$ cat src/ugev_pkg.sv
// constants shared by the global event and address logic of the usb block
// assumes an 8-bit special function register bus and a 25 MHz system clock
// Operation
// - event flag/enable bits 7,6,2,1 read zero
// - wake flag set by bus activity in suspend
// - wake flag interrupts only when enabled
// - end-of-reset flag set, held until cleared
// - end-of-reset interrupts only when enabled
// - end-of-reset enable comes up set
// - start-of-frame flag set on sof token
// - start-of-frame interrupts only when enabled
// - suspend flag after 3 ms idle J
// - suspend flag interrupts only when enabled
// - filter enable bit turns address filtering on
// - address field zero after reset, reads 80h
// - endpoint index low four bits, upper zero
// - bus reset is se0 for 32 bit times
// - clock gate stops usb clock, resume works
package ugev_pkg;
  // ---------------------------------------------------------------
  // register offsets
  // ---------------------------------------------------------------
  localparam logic [7:0] OFS_FLAGS   = 8'hbd; // event flags
  localparam logic [7:0] OFS_ENABLES = 8'hbe; // event enables
  localparam logic [7:0] OFS_ADDR    = 8'hc6; // function address
  localparam logic [7:0] OFS_EPSEL   = 8'hc7; // endpoint selector
  // ---------------------------------------------------------------
  // field positions
  // ---------------------------------------------------------------
  localparam int BIT_WAKE    = 5; // wake flag / enable
  localparam int BIT_RSTEND  = 4; // end-of-reset flag / enable
  localparam int BIT_SOF     = 3; // start-of-frame flag / enable
  localparam int BIT_SUSP    = 0; // suspend flag / enable
  localparam int BIT_FILTER  = 7; // address filter enable
  localparam logic [7:0] EVT_MASK = 8'h39; // implemented event bits
  // ---------------------------------------------------------------
  // reset values
  // ---------------------------------------------------------------
  localparam logic [7:0] RST_FLAGS   = 8'h00;
  localparam logic [7:0] RST_ENABLES = 8'h10; // end-of-reset enabled
  localparam logic [7:0] RST_ADDR    = 8'h80; // filter on, address 0
  localparam logic [3:0] RST_EPSEL   = 4'h0;
  // ---------------------------------------------------------------
  // timing
  // ---------------------------------------------------------------
  localparam int CLK_HZ        = 25_000_000;
  localparam int FS_BIT_HZ     = 12_000_000; // full-speed bit rate
  localparam int RST_SE0_BITS  = 32;         // least se0 for bus reset
  // least time, so round up
  localparam int RST_SE0_CYC   =
    (RST_SE0_BITS * CLK_HZ + FS_BIT_HZ - 1) / FS_BIT_HZ;
  localparam int SUSP_IDLE_MS  = 3;          // idle time before suspend
  localparam int SUSP_IDLE_CYC = SUSP_IDLE_MS * (CLK_HZ / 1000);
  // line states
  typedef enum logic {ST_RUN, ST_SUSP} ugev_st_t;
endpackage : ugev_pkg

$ cat src/ugev_top.sv
// usb global events, interrupt request, function address, endpoint select
// assumes the sie gives synchronous line levels and a sof-token pulse
`timescale 1ns/100ps
module ugev_top #(
  parameter int SUSP_CYC = ugev_pkg::SUSP_IDLE_CYC // idle cycles to suspend
) (
  input  wire logic       clk_sys,            // system clock
  input  wire logic       nrst,               // async reset, low
  input  wire logic [7:0] sfr_addr,           // register address
  input  wire logic       sfr_wr,             // write strobe
  input  wire logic       sfr_rd,             // read strobe
  input  wire logic [7:0] sfr_wdata,          // write data
  output logic      [7:0] sfr_rdata_q,        // read data, next cycle
  input  wire logic       line_dp,            // received d+ level
  input  wire logic       line_dm,            // received d- level
  input  wire logic       sof_pid_seen,       // sof token pulse
  input  wire logic       upstream_resume,    // own resume in progress
  input  wire logic       suspend_clock_gate, // gate 48 MHz clock
  output logic            usb_clk_en_q,       // 48 MHz clock enable
  output logic            usb_irq_q,          // usb interrupt request
  output logic      [6:0] function_address_q, // address to match
  output logic            address_filter_enable_q, // filtering on
  output logic      [3:0] endpoint_index_q,   // selected endpoint
  output logic            bus_reset_q         // bus reset in progress
);
  import ugev_pkg::*;

  // ---------------------------------------------------------------
  // line decode and state
  // ---------------------------------------------------------------
  localparam logic [6:0]  SE0_LIM  = 7'(RST_SE0_CYC - 1);
  localparam logic [16:0] SUSP_LIM = 17'(SUSP_CYC - 1);

  logic        line_j;      // idle j state
  logic        line_se0;    // single-ended zero
  logic [6:0]  se0_cnt_q;   // se0 length
  logic [16:0] idle_cnt_q;  // idle j length
  ugev_st_t    st_q;        // running or suspended
  logic        rst_end;     // se0 just ended after a bus reset
  logic        susp_evt;    // idle long enough
  logic        wake_evt;    // bus activity while suspended
  logic [7:0]  flags_q;     // event flags
  logic [7:0]  en_q;        // event enables
  logic [7:0]  set_v;       // hardware sets this cycle
  logic [7:0]  clr_v;       // software clears this cycle
  logic        wr_flags;
  logic        wr_en;
  logic        wr_addr;
  logic        wr_ep;

  assign line_j   = line_dp & ~line_dm;
  assign line_se0 = ~line_dp & ~line_dm;
  assign rst_end  = bus_reset_q & ~line_se0;
  assign susp_evt = (st_q == ST_RUN) && line_j &&
                    (idle_cnt_q == SUSP_LIM);
  // the device's own resume is not a wake source
  assign wake_evt = (st_q == ST_SUSP) && !line_j &&
                    !upstream_resume;

  assign wr_flags = sfr_wr && (sfr_addr == OFS_FLAGS);
  assign wr_en    = sfr_wr && (sfr_addr == OFS_ENABLES);
  assign wr_addr  = sfr_wr && (sfr_addr == OFS_ADDR);
  assign wr_ep    = sfr_wr && (sfr_addr == OFS_EPSEL);

  // se0 length counter, saturates at the reset threshold
  always_ff @(posedge clk_sys or negedge nrst) begin
    if (!nrst) begin
      se0_cnt_q <= 7'h00;
    end else if (!line_se0) begin
      se0_cnt_q <= 7'h00;
    end else if (se0_cnt_q != SE0_LIM) begin
      se0_cnt_q <= se0_cnt_q + 7'h01;
    end
  end

  // bus reset held from threshold until se0 ends
  always_ff @(posedge clk_sys or negedge nrst) begin
    if (!nrst) begin
      bus_reset_q <= 1'b0;
    end else if (line_se0 && se0_cnt_q == SE0_LIM) begin
      bus_reset_q <= 1'b1;
    end else if (rst_end) begin
      bus_reset_q <= 1'b0;
    end
  end

  // idle j counter; stops while suspended so one suspend is flagged
  always_ff @(posedge clk_sys or negedge nrst) begin
    if (!nrst) begin
      idle_cnt_q <= 17'h00000;
    end else if (!line_j || st_q == ST_SUSP || susp_evt) begin
      idle_cnt_q <= 17'h00000;
    end else begin
      idle_cnt_q <= idle_cnt_q + 17'h00001;
    end
  end

  // suspend state, left on any non-idle line level
  always_ff @(posedge clk_sys or negedge nrst) begin
    if (!nrst) begin
      st_q <= ST_RUN;
    end else begin
      case (st_q)
        ST_RUN:  if (susp_evt) st_q <= ST_SUSP;
        ST_SUSP: if (!line_j) st_q <= ST_RUN;
        default: st_q <= ST_RUN;
      endcase
    end
  end

  // ---------------------------------------------------------------
  // event flags and enables
  // ---------------------------------------------------------------
  always_comb begin
    set_v             = 8'h00;
    set_v[BIT_WAKE]   = wake_evt;
    set_v[BIT_RSTEND] = rst_end;
    set_v[BIT_SOF]    = sof_pid_seen;
    set_v[BIT_SUSP]   = susp_evt;
    // writing zero clears, writing one leaves the flag alone
    clr_v = wr_flags ? ~sfr_wdata : 8'h00;
  end

  // set wins over a clear in the same cycle; reserved bits stay zero
  always_ff @(posedge clk_sys or negedge nrst) begin
    if (!nrst) begin
      flags_q <= RST_FLAGS;
    end else begin
      flags_q <= ((flags_q & ~clr_v) | set_v) & EVT_MASK;
    end
  end

  // enables; reserved bits are dropped on write
  always_ff @(posedge clk_sys or negedge nrst) begin
    if (!nrst) begin
      en_q <= RST_ENABLES;
    end else if (wr_en) begin
      en_q <= sfr_wdata & EVT_MASK;
    end
  end

  // interrupt request follows the enabled flags one cycle later
  always_ff @(posedge clk_sys or negedge nrst) begin
    if (!nrst) begin
      usb_irq_q <= 1'b0;
    end else begin
      usb_irq_q <= |(flags_q & en_q);
    end
  end

  // ---------------------------------------------------------------
  // address, endpoint select, clock gate
  // ---------------------------------------------------------------
  // bus reset forces address 0 but keeps the filter bit
  always_ff @(posedge clk_sys or negedge nrst) begin
    if (!nrst) begin
      function_address_q      <= RST_ADDR[6:0];
      address_filter_enable_q <= RST_ADDR[BIT_FILTER];
    end else if (bus_reset_q) begin
      function_address_q <= 7'h00;
    end else if (wr_addr) begin
      function_address_q      <= sfr_wdata[6:0];
      address_filter_enable_q <= sfr_wdata[BIT_FILTER];
    end
  end

  // only the low nibble is stored
  always_ff @(posedge clk_sys or negedge nrst) begin
    if (!nrst) begin
      endpoint_index_q <= RST_EPSEL;
    end else if (wr_ep) begin
      endpoint_index_q <= sfr_wdata[3:0];
    end
  end

  // resume detection runs on clk_sys, so gating is safe
  always_ff @(posedge clk_sys or negedge nrst) begin
    if (!nrst) begin
      usb_clk_en_q <= 1'b1;
    end else begin
      usb_clk_en_q <= ~suspend_clock_gate;
    end
  end

  // ---------------------------------------------------------------
  // read port, one cycle latency, unmapped reads zero
  // ---------------------------------------------------------------
  always_ff @(posedge clk_sys or negedge nrst) begin
    if (!nrst) begin
      sfr_rdata_q <= 8'h00;
    end else if (sfr_rd) begin
      case (sfr_addr)
        OFS_FLAGS:   sfr_rdata_q <= flags_q;
        OFS_ENABLES: sfr_rdata_q <= en_q;
        OFS_ADDR:    sfr_rdata_q <= {address_filter_enable_q,
                                     function_address_q};
        OFS_EPSEL:   sfr_rdata_q <= {4'h0, endpoint_index_q};
        default:     sfr_rdata_q <= 8'h00;
      endcase
    end
  end
endmodule : ugev_top

$ cat config.mk
export PLATFORM = sky130hd
export DESIGN_NAME = ugev_top
export DESIGN_NICKNAME = d
export VERILOG_FILES = /design/src/ugev_pkg.sv /design/src/ugev_top.sv
export SDC_FILE = /design/constraint.sdc
export NUM_CORES = 1
export LEC_CHECK = 0
export ABC_AREA = 1
export BUFFER_PORTS_ARGS = -buffer_cell sky130_fd_sc_hd__buf_4
export CORE_MARGIN = 10
export CORE_UTILIZATION = 60
export CTS_CLUSTER_DIAMETER = 100
export CTS_CLUSTER_SIZE = 8
export DETAILED_ROUTE_END_ITERATION = 10
export PLACE_DENSITY = 0.84
export RECOVER_POWER = 25
export SYNTH_ARGS = -nofsm -noshare
export SYNTH_HDL_FRONTEND = slang
export SYNTH_SLANG_ARGS = --single-unit
export TNS_END_PERCENT = 50
$ cat constraint.sdc
create_clock -name clk_sys -period 2.35 [get_ports clk_sys]
set_clock_uncertainty 0.05 [all_clocks]
set_input_delay 0.1175 -clock clk_sys [delete_from_list [all_inputs] [get_ports clk_sys]]
set_output_delay 0.1175 -clock clk_sys [all_outputs]
set_load 0.03 [all_outputs]
==> out/results.tsv <==
stage	metric	value	unit
worst_setup_path	crit_fanout	5	
global_route	grt_max_degree	57	
floorplanning	fp.coreArea	4470	sq um
detailed_routing	dr.pass1.iters	4	
logic_synthesis	yosysTopAreaCellShare	46.6	%
power_and_ir_drop	power_density	544	nW/um^2
sta	slew_headroom	10.3	%
logic_synthesis	syn_nets	381	
clock_tree	clkTransAtPathRegs	100	ps
worst_setup_path	critPathKind	reg2reg	
place	place_inst	449	
logic_synthesis	yosys.area.top_type	dfrtp_1	
place	io_buffers	47	
clock_tree	root_buffer	clkbuf_8	
sta	hold_slack	2.34	ps
global_route	grt_usage	17.0	%
worst_setup_path	r2r_cells	7	
detailed_routing	drt-total-wl	6260	um
min_path	holdPathStages	3	
worst_setup_path	cpPeakStageDelay	410	ps
clock_tree	cts_max_level	2	
detailed_routing	viasPerCell	5.23	
worst_setup_path	critPathLaunchType	flip-flop	
clock_tree	cts_made_buffers	5	
floorplanning	die_w	88.9	um
logic_synthesis	seq_area_frac_synth	49.4	%
logic_synthesis	synth.distinct_cells	31	
global_route	antenna_found_initial	0	
run	max_cap_viol_count	0	
logic_synthesis	ys_warn_count	0	
cells_and_area	layout_commonest_cell	nand2_1	
detailed_routing	wire_per_inst	13.4	um
clock_tree	cts_buffer_depth	2	
power_and_ir_drop	total_power	1.87	mW
clock_tree	cts_tree	built	
sta	clock.fmax	655	MHz
power_and_ir_drop	irDropWorstVdd	0.000362	V
cells_and_area	instances_no_fill	466	
sta	tns	0	ps
floorplanning	initial_core_util	63.6	%
cells_and_area	drive_above_1_share	19.8	%
logic_synthesis	synth_area	2850	sq um
worst_setup_path	critical_path.most_common_cell	nor2_2	
worst_setup_path	crit_path_end_kind	flip-flop	
global_route	overflow	0	
place	dp.final_hpwl	4770	um
sta	finalMaxSlewViolations	0	
worst_setup_path	arrival	1680	ps
floorplanning	num_rows	24	
floorplanning	die_h	88.9	um
min_path	min_from	sfr_wdata[6]	
detailed_routing	postRouteAntennaNets	0	
place	place_congestion	0.873	
cells_and_area	layout_common_cells	nand2_1 (81), inv_1 (55), dfrtp_1 (53)	
min_path	hold_class	in2reg	
sta	period_needed	1530	ps
worst_setup_path	worstPathCellList	ha_1 > nand2_1 > nor2_2 > nand2_1 > nor2_2 > xor2_1 > nor2_2	
power_and_ir_drop	p_leak	1.69	nW
worst_setup_path	critPathSlowestCell	dfrtp_1	
cells_and_area	diodes	0	
logic_synthesis	syn_avg_cell_area	8.06	sq um
logic_synthesis	ys_ff_latch	56	
min_path	hold_end	function_address_q[6]	
clock_tree	clock-sinks	56	
sta	grt_setup_unrepaired	false	
cells_and_area	final_util	76.8	%
sta	hold_viol_final	0	
status	status	completed	
worst_setup_path	r2r_end	idle_cnt_q[12]	
floorplanning	die_area	7900	sq um
clock_tree	insertion_delay	310	ps
detailed_routing	num_vias	2435	
sta	period_share	65.0	%
floorplanning	ioPinCount	48	
cells_and_area	num-nets-final	441	
logic_synthesis	synthCells	353	
sta	worstMarginPinSlew	1350	ps
logic_synthesis	synth.area.top_cells	dfrtp_1 (47%), nand2_1 (11%), inv_1 (7.3%)	
sta	finalSetupViolations	0	
worst_setup_path	r2r_slack	820	ps
detailed_routing	remaining_drc_errors	0	
global_route	grt_pass1_vias	2327	
worst_setup_path	required	2500	ps
worst_setup_path	r2r_start	idle_cnt_q[0]	
global_route	grt_first_pass_wirelength	10700	um
detailed_routing	drt-initial-drc-count	127	
cells_and_area	area_growth	20.8	%
layer usage:
layer  part of all wire, %  wire length, um  vias to the layer above  global-route usage [%]
met5                     0                0                        -                       0
met4                  0.77               48                        0                    3.52
met3                   5.5              342                        5                    4.32
met2                    46             2870                       47                    26.8
met1                    48             3000                     1148                    22.9
li1                      -                -                     1235                       -
critical path: cells and delay by family (launching register included):
family	cells	cell delay [ps]
xor+xnor	1	210
fa+ha+maj	1	190
flops	1	410
simple gates	5	570
sequential cells by signal, indices dropped and copies added (netlist names):
name and flops:
sfr_rdata_q 8, flags_q 4, usb_clk_en_q 1, en_q 4, function_address_q 7, idle_cnt_q 17, se0_cnt_q 7, endpoint_index_q 4
st_q 1, address_filter_enable_q 1, usb_irq_q 1, bus_reset_q 1
where the power goes:
part	total [mW]	internal (mW)	switching, mW
Clock	0.677	0.376	0.301
Sequential	1.01	0.989	0.0191
Combinational	0.186	0.0743	0.112
Total	1.87	1.44	0.432
kinds of logic after synthesis:
family                     count (synthesis)  share of synthesized area [%]
buffers and inverters                     61                           8.70
AOI/OAI and AO/OA                         38                           8.35
and+or+nand+nor                          188                           30.1
xor gates and xnor gates                   7                           2.15
adders and majority gates                  3                           1.32
DFF                                       56                           49.4
how the worst max path moves through the flow:
stage | startpoint | end | slack (ps) | depth (start not counted)
final | idle_cnt_q[0] | idle_cnt_q[12] | 820 | 7
after global routing | nrst | idle_cnt_q[0] | 580 | 2
after CTS | idle_cnt_q[0] | idle_cnt_q[12] | 830 | 7
after detailed placement | sfr_addr[6] | en_q[0] | 810 | 8
after global placement | sfr_addr[6] | en_q[0] | 890 | 8
after floorplan | idle_cnt_q[0] | idle_cnt_q[6] | 970 | 9
cells in the mapped netlist:
master and n:
buf_12 1, inv_1 55, o21bai_1 1, clkinv_1 1, o21a_1 3, nor2_1 36
dfrtp_1 53, xnor2_1 1, nand2_2 4, nand2_4 1, nor2_2 8, o21ai_1 1
nand3_1 30, nand4_1 7, buf_2 1, a21oi_1 7, clkinv_2 1, nand3_4 1
xor2_1 6, o22ai_1 3, inv_2 1, dfstp_2 3, o21ai_0 14, o21ai_2 8
nand2_1 81, ha_1 3, nor2_4 3, nor3_1 16, clkbuf_1 1, o2bb2ai_1 1
and2_1 1
through the flow:
stage	cell area (sq um)	worst slack (ps)
floorplan	2850	974
global placement	3240	889
detailed placement	3240	809
CTS	3450	828
global route	3440	578
finish	3440	824
what timing repair did:
item,4_1_cts,5_1_grt
buffers inserted,0,0
hold endpoints to repair,61,0
resized for setup,0,0
hold buffers,9,0
area by class of cell:
cell class / instances / area, sq um
clock buffer: 7 / 96.3
clock inverter: 1 / 30.0
inverter: 58 / 219
fill: 336 / 1040
tap: 52 / 65.1
timing repair buffer: 56 / 437
multi-input combinational: 236 / 1190
sequential: 56 / 1410
Power figures use the tool's default switching activity.
